--- config.mk ---
export PLATFORM = sky130hd
export DESIGN_NAME = spi_event_mask_and_baud
export DESIGN_NICKNAME = d
export VERILOG_FILES = /design/src/verilog/spi_event_pkg.sv /design/src/verilog/spi_event_mask_and_baud.sv
export SDC_FILE = /design/constraint.sdc
export NUM_CORES = 1
export LEC_CHECK = 0
export BUFFER_PORTS_ARGS = -buffer_cell sky130_fd_sc_hd__buf_2
export CAP_MARGIN = 20
export CORE_MARGIN = 5
export CORE_UTILIZATION = 25
export DETAILED_ROUTE_END_ITERATION = 10
export HOLD_SLACK_MARGIN = 0.03
export RECOVER_POWER = 100
export REMOVE_ABC_BUFFERS = 1
export SYNTH_ARGS = -nofsm -noshare
export SYNTH_HDL_FRONTEND = slang
export SYNTH_SLANG_ARGS = --single-unit
--- constraint.sdc ---
create_clock -name clk -period 2.5 [get_ports clk]
set_input_delay 0.25 -clock clk [delete_from_list [all_inputs] [get_ports clk]]
set_output_delay 0.25 -clock clk [all_outputs]
set_load 0.005 [all_outputs]
--- src/verilog/spi_event_pkg.sv ---
// Purpose: shared constants and carriers for the serial event mask block
// Assumes: 16-bit registers on a plain strobe port, 10 MHz clock
// Notes:   offsets are word indices on the plain register port
`default_nettype none
package spi_event_pkg;

    // =====================================================
    // register offsets
    localparam logic [3:0] OFF_EVENT_ENABLE_LOW     = 4'h0;
    localparam logic [3:0] OFF_WATERMARK_ENABLE_HIGH = 4'h1;
    localparam logic [3:0] OFF_BAUD_DIVIDER         = 4'h2;
    localparam logic [3:0] OFF_IRQ_STATUS           = 4'h3;
    localparam logic [3:0] OFF_IRQ_MASK             = 4'h4;
    localparam logic [3:0] OFF_LIVE_STATUS          = 4'h5;

    // =====================================================
    // field positions, low register
    localparam int BIT_FRAME_ERROR  = 12;
    localparam int BIT_ACTIVITY     = 11;
    localparam int BIT_UNDERRUN     = 8;
    localparam int BIT_SHIFTER_EMPTY = 7;
    localparam int BIT_OVERFLOW     = 6;
    localparam int BIT_RX_EMPTY     = 5;
    localparam int BIT_TX_EMPTY     = 3;
    localparam int BIT_TX_FULL      = 1;
    localparam int BIT_RX_FULL      = 0;
    localparam logic [15:0] LOW_IMPLEMENTED_MASK = 16'h19eb;

    // field positions, high register
    localparam int BIT_RX_WM_ENABLE = 15;
    localparam int POS_RX_WM_THRESH = 8;
    localparam int BIT_TX_WM_ENABLE = 7;
    localparam int POS_TX_WM_THRESH = 0;
    localparam int THRESH_WIDTH     = 6;

    // interrupt status layout
    localparam int IRQ_BIT_EVENT    = 0;
    localparam int IRQ_BIT_RX_WM    = 1;
    localparam int IRQ_BIT_TX_WM    = 2;
    localparam int IRQ_WIDTH        = 3;

    // reset values
    localparam logic [15:0] RESET_EVENT_ENABLE = 16'h0000;
    localparam logic [15:0] RESET_WATERMARK    = 16'h0000;
    localparam logic [15:0] RESET_BAUD_DIVIDER = 16'h0000;

    // status conditions from the rest of the unit
    typedef struct packed {
        logic frameError;
        logic activity;
        logic underrun;
        logic shifterEmpty;
        logic overflow;
        logic rxEmpty;
        logic txEmpty;
        logic txFull;
        logic rxFull;
    } status_flags_type;

    typedef struct packed {
        logic [15:0]          eventEnable;
        logic [15:0]          watermarkEnable;
        logic [15:0]          baudDivider;
        logic [IRQ_WIDTH-1:0] irqStatus;
        logic [IRQ_WIDTH-1:0] irqMask;
        logic [15:0]          baudCount;
        logic                 serialClock;
        logic                 baudTick;
        logic [15:0]          readData;
        logic                 irq;
        logic                 eventLevel;
        logic                 rxWatermark;
        logic                 txWatermark;
    } state_type;

endpackage : spi_event_pkg

`default_nettype wire

--- src/verilog/spi_event_mask_and_baud.sv ---
// Purpose: interrupt event enables, watermark compare and serial clock divider
// Assumes: status flags and element counts come from logic on clk
// Notes:   one packed state struct, one comb copy, one registered copy
//
// What this block does
// - frame error enable bit 12 gates frame error into the interrupt event
// - activity enable bit 11 gates busy status into the interrupt event
// - underrun enable bit 8 gates transmit underrun into the interrupt event
// - shifter empty enable bit 7 gates idle shifter into interrupt events
// - overflow enable bit 6 gates receive overflow into the interrupt event
// - rx empty enable bit 5 gates empty receive buffer into the event
// - tx empty enable bit 3 gates empty transmit buffer into the event
// - tx full enable bit 1 gates full transmit buffer into the event
// - rx full enable bit 0 gates full receive buffer into the event
// - rx watermark fires when enabled and threshold at most rx count
// - rx threshold is six bits 13-8, compared only when enabled
// - tx watermark fires when enabled and threshold equals tx count
// - thresholds above fifo depth never match
// - threshold bits 2,3,4 exist only for depth at least 8,16,32 respectively
// - unimplemented bits read as zero in both enable registers
// - serial clock equals bus clock over two times divider plus one
// - element counts are six-bit buffer occupancy, enhanced buffer mode
//
// Our own choices: the address-and-strobe port and the register offsets.
`timescale 1ns/1ps
`default_nettype none

module spi_event_mask_and_baud
    import spi_event_pkg::*;
#(
    parameter int FIFO_DEPTH = 32
) (
    input  wire logic             clk,
    input  wire logic             rst,
    input  wire logic [3:0]       regAddr,
    input  wire logic [15:0]      regWriteData,
    input  wire logic             regWrite,
    input  wire logic             regRead,
    output logic      [15:0]      regReadData,
    input  wire status_flags_type statusFlags,
    input  wire logic [5:0]       rxElementCount,
    input  wire logic [5:0]       txElementCount,
    output logic                  eventLevel,
    output logic                  rxWatermark,
    output logic                  txWatermark,
    output logic                  irq,
    output logic                  serialClock,
    output logic                  baudTick
);

    // =====================================================
    // threshold storage shaping
    // bits that do not exist for this depth are tied off in storage
    localparam logic [5:0] THRESH_KEEP = {1'b1,
                                         (FIFO_DEPTH >= 32) ? 1'b1 : 1'b0,
                                         (FIFO_DEPTH >= 16) ? 1'b1 : 1'b0,
                                         (FIFO_DEPTH >= 8) ? 1'b1 : 1'b0,
                                         2'b11};
    localparam logic [6:0] DEPTH_LIMIT = 7'(FIFO_DEPTH);

    // keep only implemented threshold bits
    function automatic logic [5:0] trimThreshold(input logic [5:0] raw);
        trimThreshold = raw & THRESH_KEEP;
    endfunction : trimThreshold

    // a threshold beyond the fifo depth is invalid
    function automatic logic thresholdValid(input logic [5:0] thr);
        thresholdValid = ({1'b0, thr} <= DEPTH_LIMIT);
    endfunction : thresholdValid

    state_type state;
    state_type next_state;

    logic [5:0] rxThreshold;
    logic [5:0] txThreshold;
    logic       anyEvent;
    logic [IRQ_WIDTH-1:0] irqRaise;
    logic       rxMatch;
    logic       txMatch;

    // =====================================================
    // event gating and watermark compare
    always_comb begin
        rxThreshold = state.watermarkEnable[POS_RX_WM_THRESH +: THRESH_WIDTH];
        txThreshold = state.watermarkEnable[POS_TX_WM_THRESH +: THRESH_WIDTH];
        // element counts assumed valid only in enhanced buffer mode
        rxMatch = state.watermarkEnable[BIT_RX_WM_ENABLE]
                  && thresholdValid(rxThreshold)
                  && (rxThreshold <= rxElementCount);
        txMatch = state.watermarkEnable[BIT_TX_WM_ENABLE]
                  && thresholdValid(txThreshold)
                  && (txThreshold == txElementCount);
        anyEvent = (state.eventEnable[BIT_FRAME_ERROR] & statusFlags.frameError)
                 | (state.eventEnable[BIT_ACTIVITY] & statusFlags.activity)
                 | (state.eventEnable[BIT_UNDERRUN] & statusFlags.underrun)
                 | (state.eventEnable[BIT_SHIFTER_EMPTY] & statusFlags.shifterEmpty)
                 | (state.eventEnable[BIT_OVERFLOW] & statusFlags.overflow)
                 | (state.eventEnable[BIT_RX_EMPTY] & statusFlags.rxEmpty)
                 | (state.eventEnable[BIT_TX_EMPTY] & statusFlags.txEmpty)
                 | (state.eventEnable[BIT_TX_FULL] & statusFlags.txFull)
                 | (state.eventEnable[BIT_RX_FULL] & statusFlags.rxFull);
        irqRaise = '0;
        irqRaise[IRQ_BIT_EVENT] = anyEvent;
        irqRaise[IRQ_BIT_RX_WM] = rxMatch;
        irqRaise[IRQ_BIT_TX_WM] = txMatch;
    end

    // =====================================================
    // next state: registers, divider, sticky status
    always_comb begin
        next_state = state;
        next_state.eventLevel  = anyEvent;
        next_state.rxWatermark = rxMatch;
        next_state.txWatermark = txMatch;

        // register writes
        if (regWrite) begin
            case (regAddr)
                OFF_EVENT_ENABLE_LOW: begin
                    next_state.eventEnable = regWriteData & LOW_IMPLEMENTED_MASK;
                end
                OFF_WATERMARK_ENABLE_HIGH: begin
                    next_state.watermarkEnable = {regWriteData[15], 1'b0, trimThreshold(regWriteData[13:8]),
                                                  regWriteData[7], 1'b0, trimThreshold(regWriteData[5:0])};
                end
                OFF_BAUD_DIVIDER: begin
                    next_state.baudDivider = regWriteData;
                end
                OFF_IRQ_MASK: begin
                    next_state.irqMask = regWriteData[IRQ_WIDTH-1:0];
                end
                default: begin
                end
            endcase
        end

        // write one to clear, a new event wins over the clear
        if (regWrite && regAddr == OFF_IRQ_STATUS) begin
            next_state.irqStatus = (state.irqStatus & ~regWriteData[IRQ_WIDTH-1:0]) | irqRaise;
        end else begin
            next_state.irqStatus = state.irqStatus | irqRaise;
        end
        next_state.irq = |(next_state.irqStatus & next_state.irqMask);

        // half period of the serial clock lasts divider plus one cycles
        next_state.baudTick = 1'b0;
        if (state.baudCount >= state.baudDivider) begin
            next_state.baudCount   = 16'h0000;
            next_state.serialClock = ~state.serialClock;
            next_state.baudTick    = ~state.serialClock;
        end else begin
            next_state.baudCount = state.baudCount + 16'h0001;
        end

        // read data stands only in the cycle after the strobe
        next_state.readData = 16'h0000;
        if (regRead) begin
            case (regAddr)
                OFF_EVENT_ENABLE_LOW:      next_state.readData = state.eventEnable;
                OFF_WATERMARK_ENABLE_HIGH: next_state.readData = state.watermarkEnable;
                OFF_BAUD_DIVIDER:          next_state.readData = state.baudDivider;
                OFF_IRQ_STATUS:            next_state.readData = 16'(state.irqStatus);
                OFF_IRQ_MASK:              next_state.readData = 16'(state.irqMask);
                OFF_LIVE_STATUS:           next_state.readData = {13'h0000, state.txWatermark,
                                                                  state.rxWatermark, state.eventLevel};
                default:                   next_state.readData = 16'h0000;
            endcase
        end
    end

    // =====================================================
    // state register
    always_ff @(posedge clk) begin
        if (rst) begin
            state                 <= '0;
            state.eventEnable     <= RESET_EVENT_ENABLE;
            state.watermarkEnable <= RESET_WATERMARK;
            state.baudDivider     <= RESET_BAUD_DIVIDER;
        end else begin
            state <= next_state;
        end
    end

    // outputs straight from flip-flops
    assign regReadData = state.readData;
    assign eventLevel  = state.eventLevel;
    assign rxWatermark = state.rxWatermark;
    assign txWatermark = state.txWatermark;
    assign irq         = state.irq;
    assign serialClock = state.serialClock;
    assign baudTick    = state.baudTick;

endmodule : spi_event_mask_and_baud

`default_nettype wire

==> results of run 1 <==
==> layout make-up <==
type | count | area, um2
Clock buffer | 12 | 256.5
Clock inverter | 4 | 48.80
Fill cell | 1781 | 11100
Inverter | 29 | 108.9
Multi-Input combinational cell | 337 | 1981
Sequential cell | 83 | 1662
Tap cell | 216 | 270.3
Timing Repair Buffer | 74 | 346.6
==> power breakdown <==
part	internal, mW	switching (mW)	total (mW)
sequential	1.34	0.0160	1.36
combinational	0.0688	0.117	0.185
clock	0.827	0.524	1.35
==> worst reg2reg max path: stages, from the launching register on <==
cell      delay [ns]
dfxtp_1         0.35
inv_1           0.05
ha_1            0.28
a211oi_1        0.20
nor2_1          0.07
or3_1           0.37
a211oi_1        0.41
mux2_2          0.38
==> kinds of logic after synthesis <==
kind of cell,Yosys count
AOI/OAI and AO/OA,97
DFF,83
muxes,7
buffers and inverters,69
adders and majority gates,23
xor gates and xnor gates,18
and+or+nand+nor,192
==> cell usage after synthesis, types with 2 or more instances <==
| master | count |
|---|---|
| nand2_1 | 95 |
| a211oi_1 | 4 |
| a222oi_1 | 2 |
| or3_1 | 2 |
| nand3_1 | 19 |
| nor3b_1 | 2 |
| and4_1 | 3 |
| nor3_1 | 4 |
| a21oi_1 | 53 |
| buf_2 | 5 |
| clkbuf_1 | 18 |
| dfxtp_1 | 83 |
| nor2_1 | 37 |
| mux2_2 | 3 |
| inv_1 | 29 |
| xnor2_1 | 6 |
| and2_1 | 5 |
| a21boi_0 | 3 |
| buf_4 | 16 |
| nor2b_1 | 3 |
| o21ai_0 | 7 |
| nand4_1 | 7 |
| nor4_1 | 2 |
| nand2b_1 | 3 |
| ha_1 | 23 |
| and3_1 | 6 |
| a22oi_1 | 18 |
| mux2i_1 | 4 |
| xor2_1 | 12 |
==> sequential cells by signal, summed over array words and instances, names as in the netlist <==
register and flops:
state 55, regReadData 16, rxThreshold 6, baudTick 1, eventLevel 1, irq 1
rxWatermark 1, serialClock 1, txWatermark 1
==> through the flow <==
step,instances,utilization [%],worst slack [ns]
finish,755,29.63,0.2842
global route,755,29.63,0.08276
CTS,755,29.95,0.2817
detailed placement,739,28.01,0.2917
global placement,739,28.01,0.3569
floorplan,449,-,0.4619
==> final timing paths <==
check,start,end,slack [ns],cells past startpoint
min,regWriteData[15],state[59],0.16,3
max,state[57],serialClock,0.28,7
max reg2reg,state[57],serialClock,0.28,7
min reg2reg,state[75],state[75],0.47,2
==> metal layers <==
metal,track usage (%),vias to the layer above,part of all wire (%),wire (um)
met5,0,-,0.12,13
li1,-,1743,-,-
met2,19.84,85,47,5181
met3,2.998,15,5.7,633
met4,3.303,2,1.3,143
met1,15.84,1627,46,5055
==> impl_metrics.env, run 1 <==
export IMPL_clock_skew_ns=0.008688
export IMPL_cts_sinks=83
export IMPL_startpoint_type="register"
export IMPL_dpl_cell_area_um2=4418
export IMPL_syn_to_final_growth_pct=17.38
export IMPL_cpMostUsedCell="a211oi_1"
export IMPL_cts_root_buf="clkbuf_16"
export IMPL_htreeDepth=3
export IMPL_grt_pass1_wl_um=17480
export IMPL_p_leak_nw=1.705
export IMPL_synth_top_family_by_area="simple AND/OR/NAND/NOR gates"
export IMPL_start_util_pct=25.25
export IMPL_cpPeakStageDelay_ns=0.41
export IMPL_via_per_inst=4.599
export IMPL_synthMuxAreaShare_pct=1.854
export IMPL_drv_cap=1
export IMPL_place_gp_congestion=0.8083
export IMPL_drc=0
export IMPL_setup_viol=0
export IMPL_die_w_um=136.2
export IMPL_crit_type="reg2reg"
export IMPL_slew_headroom_pct=-0.07733
export IMPL_cp_slowest_cell="a211oi_1"
export IMPL_violations="capacitance limit, slew limit"
export IMPL_wl_per_cell_um=14.60
export IMPL_ys_types=44
export IMPL_overflow=0
export IMPL_antennaDiodeCount=0
export IMPL_p_per_area_nw_per_um2=619.2
export IMPL_fin_setup_tns_ns=0
export IMPL_ctsResizeCount=0
export IMPL_ys_flop_type="dfxtp_1"
export IMPL_ys_warn_count=0
export IMPL_port_buffers=66
export IMPL_fin_area_um2=4673
export IMPL_synth_edf_count=0
export IMPL_cp_num_buf_inv=1
export IMPL_seq_area_frac_synth_pct=41.73
export IMPL_maxSlewViolCount=32
export IMPL_cts_made_buffers=9
export IMPL_synth_compound_area_share_pct=14.99
export IMPL_die_area_um2=18550
export IMPL_crit_fanout=3
export IMPL_ir_drop_mv=0.3462
export IMPL_ant_nets=0
export IMPL_netlist_area_leader_share_pct=41.73
export IMPL_grt_usage_pct=12.10
export IMPL_ctsHoldBuffers=0
export IMPL_required_ns=2.73
export IMPL_ys_ff_latch=83
export IMPL_ios=67
export IMPL_syn_area_um2=3981
export IMPL_synthArstFlopShare_pct=0
export IMPL_grt_pass1_vias=3426
export IMPL_clk_path_buf_depth=2
export IMPL_grt_max_degree=33
export IMPL_cp_top_family="compound AO/OA/AOI/OAI gates"
export IMPL_first_iter_violations=214
export IMPL_tightest_slew_ns=1.501
export IMPL_synth_fa_ha_area_share_pct=7.228
export IMPL_path_cells="inv_1 > ha_1 > a211oi_1 > nor2_1 > or3_1 > a211oi_1 > mux2_2"
export IMPL_tritoncts="done"
export IMPL_num_rows=46
export IMPL_clkTransAtPathRegs_ns=0.06
export IMPL_final_common_cell="nand2_1"
export IMPL_synthCells=489
export IMPL_synthSimpleGateAreaFrac_pct=21.87
export IMPL_core_area_um2=15770
export IMPL_final_cell_mix="nand2_1, dfxtp_1, a21oi_1, buf_2, nor2_1"
export IMPL_nets=602
export IMPL_drt_first_pass_iters=5
export IMPL_whs_ns=0.1645
export IMPL_die_h_um=136.2
export IMPL_post_cts_setup_buffers=0
export IMPL_arrival_ns=2.44
export IMPL_hold_viol=0
export IMPL_fmax_ghz=0.4513
export IMPL_antenna_found_initial=1
export IMPL_synth_area_top_cells="dfxtp_1, nand2_1, ha_1"
export IMPL_total_power_mw=2.894
export IMPL_worstSetupEndpointType="register"
export IMPL_wl_um=11030
export IMPL_insertion_delay_ns=0.34
export IMPL_syn_mean_instance_area_um2=8.142
export IMPL_drive_gt1_share_pct=12.80
export IMPL_status="complete, but fails checks"
export IMPL_finalCritPeriodShare_pct=88.63
export IMPL_synth_xor_xnor_area_share_pct=3.960
export IMPL_rsz0062_at_grt="false"
export IMPL_fin_crit_ns=2.216
export IMPL_vias=3472
export IMPL_min_path_type="in2reg"
export IMPL_dp_hpwl_um=8124
export IMPL_synth_top_cell_by_area="dfxtp_1"
Note: power is estimated with default switching activity, not from simulation.
==> run 2, diff against run 1 <==
==> constraint.sdc (replaced) <==
create_clock -name clk -period 2.7 [get_ports clk]
set_input_delay 0.27 -clock clk [delete_from_list [all_inputs] [get_ports clk]]
set_output_delay 0.27 -clock clk [all_outputs]
set_load 0.005 [all_outputs]
==> impl_metrics.env, run 2 (synthesized netlist as in run 1, its figures left out) <==
export IMPL_status="complete, but fails checks"
export IMPL_violations="capacitance limit, slew limit"
export IMPL_vias=3447
export IMPL_p_leak_nw=1.665
export IMPL_drt_first_pass_iters=4
export IMPL_grt_pass1_vias=3323
export IMPL_wl_per_cell_um=14.28
export IMPL_final_common_cell="nand2_1"
export IMPL_via_per_inst=4.584
export IMPL_htreeDepth=3
export IMPL_cts_root_buf="clkbuf_16"
export IMPL_r2r_slack_ns=0.44
export IMPL_finalCritPeriodShare_pct=83.85
export IMPL_wl_um=10740
export IMPL_setup_viol=0
export IMPL_antennaDiodeCount=0
export IMPL_drive_gt1_share_pct=12.50
export IMPL_hold_end="rxThreshold[1]"
export IMPL_insertion_delay_ns=0.34
export IMPL_worstSetupEndpointType="register"
export IMPL_ctsResizeCount=0
export IMPL_die_h_um=136.2
export IMPL_core_area_um2=15770
export IMPL_grt_pass1_wl_um=17260
export IMPL_r2r_cells=7
export IMPL_slew_headroom_pct=-4.378
export IMPL_place_gp_congestion=0.7861
export IMPL_min_from="regWriteData[9]"
export IMPL_die_area_um2=18550
export IMPL_p_per_area_nw_per_um2=550.8
export IMPL_tightest_slew_ns=1.566
export IMPL_clk_path_buf_depth=2
export IMPL_final_util_pct=29.31
export IMPL_start_util_pct=25.25
export IMPL_fmax_ghz=0.4417
export IMPL_dpl_cell_area_um2=4395
export IMPL_ir_drop_mv=0.2825
export IMPL_arrival_ns=2.49
export IMPL_overflow=0
export IMPL_ios=67
export IMPL_rsz0062_at_grt="false"
export IMPL_fin_setup_tns_ns=0
export IMPL_post_cts_setup_buffers=0
export IMPL_fin_crit_ns=2.264
export IMPL_syn_to_final_growth_pct=16.09
export IMPL_startpoint_type="register"
export IMPL_reg2reg_from="state[57]"
export IMPL_clock_skew_ns=0.006918
export IMPL_crit_fanout=3
export IMPL_regMostFlops="state"
export IMPL_grt_max_degree=35
export IMPL_first_iter_violations=219
export IMPL_crit_type="reg2reg"
export IMPL_clkTransAtPathRegs_ns=0.06
export IMPL_whs_path_depth=3
export IMPL_nets=599
export IMPL_min_path_type="in2reg"
export IMPL_grt_usage_pct=11.84
export IMPL_drc=0
export IMPL_final_cell_mix="nand2_1, dfxtp_1, a21oi_1, buf_2, nor2_1"
export IMPL_ant_nets=0
export IMPL_tritoncts="done"
export IMPL_die_w_um=136.2
export IMPL_hold_viol=0
export IMPL_cts_made_buffers=9
export IMPL_port_buffers=66
export IMPL_ctsHoldBuffers=0
export IMPL_fin_area_um2=4622
export IMPL_rr_endpoint="serialClock"
export IMPL_largest_register_ffs=55
export IMPL_cts_sinks=83
export IMPL_drv_cap=1
export IMPL_maxSlewViolCount=35
export IMPL_fillers=1773
export IMPL_dp_hpwl_um=8108
export IMPL_required_ns=2.93
export IMPL_antenna_found_initial=0
export IMPL_num_rows=46
==> run 2: final cells by class <==
| type | instances | area (um2) | share of cell area, % |
|---|---|---|---|
| Sequential cell | 83 | 1662 | 35.95 |
| Timing Repair Buffer | 71 | 330.3 | 7.147 |
| Inverter | 29 | 108.9 | 2.355 |
| Multi-Input combinational cell | 337 | 1981 | 42.85 |
| Clock inverter | 6 | 41.29 | 0.8933 |
| Clock buffer | 10 | 229.0 | 4.954 |
| Tap cell | 216 | 270.3 | 5.847 |
==> run 2: layer usage <==
layer  wire, um  GRT usage (%)  vias to the layer above
li1           -              -                     1742
met1       5126          16.16                     1599
met2       4993          19.12                       93
met3        479          1.925                       13
met4        138          3.751                        0
met5          0              0                        -
==> run 2: critical path, stage by stage, from the launching register on <==
cell and delay [ns]:
dfxtp_1 0.37, inv_1 0.06, ha_1 0.29, a211oi_1 0.21, nor2_1 0.07, or3_1 0.37
a211oi_1 0.41, mux2_2 0.38
==> run 2: worst max-delay path by stage <==
stage             endpoint  slack, ns  cells past startpoint         startpoint
2_1_floorplan  serialClock       0.66                      7          state[57]
3_3_place_gp           irq       0.50                      8  rxElementCount[4]
3_5_place_dp   serialClock       0.45                      7          state[57]
4_1_cts        serialClock       0.44                      7          state[57]
5_1_grt        serialClock       0.27                      7          state[57]
6_report       serialClock       0.44                      7          state[57]
==> run 2: stage by stage <==
| stage | setup slack (ns) | hold WS (ns) | instances | power [mW] |
|---|---|---|---|---|
| floorplan | 0.6619 | 0.3391 | 449 | 1.352 |
| global placement | 0.4969 | 0.4574 | 736 | 1.458 |
| detailed placement | 0.4494 | 0.4614 | 736 | 1.459 |
| CTS | 0.4369 | 0.1759 | 752 | 2.573 |
| global route | 0.2651 | 0.1812 | 752 | 2.655 |
| finish | 0.4359 | 0.1806 | 752 | 2.546 |
==> run 2: report_power, final <==
group	switching [mW]	internal [mW]	total (mW)
combinational	0.108	0.0629	0.170
sequential	0.0143	1.24	1.26
clock	0.496	0.623	1.12
==> run 3, diff against run 2 <==
--- a/config.mk
+++ b/config.mk
@@ -5,6 +5,7 @@
 export SDC_FILE = /design/constraint.sdc
 export NUM_CORES = 1
 export LEC_CHECK = 0
+export ABC_AREA = 1
 export BUFFER_PORTS_ARGS = -buffer_cell sky130_fd_sc_hd__buf_2
 export CAP_MARGIN = 20
 export CORE_MARGIN = 5
==> constraint.sdc (replaced) <==
create_clock -name clk -period 2.2 [get_ports clk]
set_input_delay 0.22 -clock clk [delete_from_list [all_inputs] [get_ports clk]]
set_output_delay 0.22 -clock clk [all_outputs]
set_load 0.005 [all_outputs]
==> impl_metrics.env, run 3 <==
export IMPL_ys_types=35
export IMPL_p_leak_nw=1.974
export IMPL_cp_slowest_cell="dfxtp_1"
export IMPL_required_ns=2.47
export IMPL_crit_fanout=10
export IMPL_fillers=1778
export IMPL_first_iter_violations=202
export IMPL_die_w_um=137.3
export IMPL_rsz0062_at_grt="false"
export IMPL_dpl_cell_area_um2=4501
export IMPL_drc=0
export IMPL_drv_cap=0
export IMPL_drt_first_pass_iters=4
export IMPL_setup_viol=0
export IMPL_cts_sinks=83
export IMPL_crit_type="reg2reg"
export IMPL_grt_max_degree=33
export IMPL_syn_mean_instance_area_um2=7.479
export IMPL_via_per_inst=4.339
export IMPL_ir_drop_mv=0.3337
export IMPL_antennaDiodeCount=0
export IMPL_clkTransAtPathRegs_ns=0.07
export IMPL_synth_most_common_cell="nand2_1"
export IMPL_final_common_cell="nand2_1"
export IMPL_p_per_area_nw_per_um2=689.7
export IMPL_netlist_area_leader_share_pct=40.99
export IMPL_cts_root_buf="clkbuf_16"
export IMPL_met3_length_um=860
export IMPL_cts_made_buffers=9
export IMPL_path_cells="inv_1 > ha_1 > nand2_1 > nand2_1 > nand2_1 > a21oi_1 > nor2_1 > nand4_2 > clkbuf_2 > a21oi_1"
export IMPL_met1_length_um=5174
export IMPL_ys_ff_latch=83
export IMPL_regMostFlops="state"
export IMPL_port_buffers=66
export IMPL_post_cts_setup_buffers=0
export IMPL_fin_setup_tns_ns=0
export IMPL_clock_skew_ns=0.008035
export IMPL_vias=3536
export IMPL_synth_top_cell_by_area="dfxtp_1"
export IMPL_grt_usage_pct=12.16
export IMPL_fin_crit_ns=1.861
export IMPL_arrival_ns=2.13
export IMPL_antenna_found_initial=1
export IMPL_finalWorstSetupSlack_ns=0.3389
export IMPL_largest_register_ffs=55
export IMPL_ctsResizeCount=0
export IMPL_min_path_type="in2reg"
export IMPL_hold_viol=0
export IMPL_htreeDepth=3
export IMPL_dp_cells=799
export IMPL_fin_area_um2=4732
export IMPL_top_layer="met5"
export IMPL_finalCritPeriodShare_pct=84.60
export IMPL_fin_cells=815
export IMPL_final_cell_mix="nand2_1, inv_1, dfxtp_1, a21oi_1"
export IMPL_multi_input_area_um2=1853
export IMPL_die_area_um2=18860
export IMPL_overflow=0
export IMPL_cp_num_buf_inv=2
export IMPL_final_util_pct=29.79
export IMPL_synthTopCellsByCount="nand2_1, dfxtp_1, inv_1, a21oi_1, o21ai_0"
export IMPL_synthCells=542
export IMPL_grt_pass1_vias=3378
export IMPL_regArea_um2=1662
export IMPL_cp_top_family="simple AND/OR/NAND/NOR gates"
export IMPL_wl_met2_um=4842
export IMPL_ant_nets=0
export IMPL_ctsHoldBuffers=0
export IMPL_whs_ns=0.1690
export IMPL_cpMostUsedCell="nand2_1"
export IMPL_ys_flop_type="dfxtp_1"
export IMPL_ys_warn_count=0
export IMPL_die_h_um=137.3
export IMPL_synthArstFlopShare_pct=0
export IMPL_num_rows=46
export IMPL_pre_cts_ws_ns=0.3865
export IMPL_clk_path_buf_depth=2
export IMPL_wl_um=11090
export IMPL_nets=662
export IMPL_syn_area_um2=4054
export IMPL_tritoncts="done"
export IMPL_cpPeakStageDelay_ns=0.33
export IMPL_seq_area_frac_synth_pct=40.99
export IMPL_ios=67
export IMPL_insertion_delay_ns=0.34
export IMPL_syn_to_final_growth_pct=16.73
export IMPL_place_gp_congestion=0.8044
export IMPL_synth_area_top_cells="dfxtp_1, nand2_1, a21oi_1"
export IMPL_tightest_slew_ns=0.8704
export IMPL_worstSetupEndpointType="register"
export IMPL_drive_gt1_share_pct=13.36
export IMPL_synth_edf_count=0
export IMPL_dp_hpwl_um=8712
export IMPL_total_power_mw=3.264
export IMPL_grt_pass1_wl_um=17650
export IMPL_maxSlewViolCount=0
export IMPL_startpoint_type="register"
export IMPL_fmax_ghz=0.5373
export IMPL_status="completed"
export IMPL_start_util_pct=25.52
export IMPL_wl_per_cell_um=13.60
export IMPL_slew_headroom_pct=41.83
export IMPL_core_area_um2=15890
## run 3: final timing paths
path | start | end | slack, ns | cells after the start
worst min register to register | state[88] | state[88] | 0.48 | 2
worst max register to register | state[53] | state[36] | 0.34 | 10
worst max-delay path | state[53] | state[36] | 0.34 | 10
worst min-delay path | regWriteData[13] | rxThreshold[5] | 0.17 | 3
## run 3: metal layers
metal,track usage (%),up-vias
met4,5.044,2
met5,0,-
met2,18.45,82
li1,-,1853
met3,2.739,17
met1,16.62,1582
## run 3: power breakdown
group          total (mW)  switching (mW)  internal, mW
logic               0.260           0.170        0.0902
registers            1.55          0.0189          1.53
clock network        1.45           0.648         0.803
total                3.26           0.836          2.43
## run 3: area by class of cell
class / instances / share of cell area (%)
multi-input cells: 344 / 39.16
flip-flops and latches: 83 / 35.11
repair buffers: 71 / 7.192
inverters: 85 / 6.795
well taps: 216 / 5.711
clock buffers: 10 / 5.050
clock inverters: 6 / 0.9783
## run 3: tightest hold or removal path, cell delays in order
cell,delay [ns]
buf_2,0.11
nand3_1,0.08
a21oi_1,0.06
## run 3: cells by family after synthesis
group / count (synthesis) / share of synthesized area (%)
AND/OR/NAND/NOR: 179 / 19.85
adder cells (fa/ha/maj): 23 / 7.099
AO/OA/AOI/OAI: 132 / 17.25
flip-flops: 83 / 40.99
buffers and inverters: 115 / 12.65
XOR/XNOR: 10 / 2.161
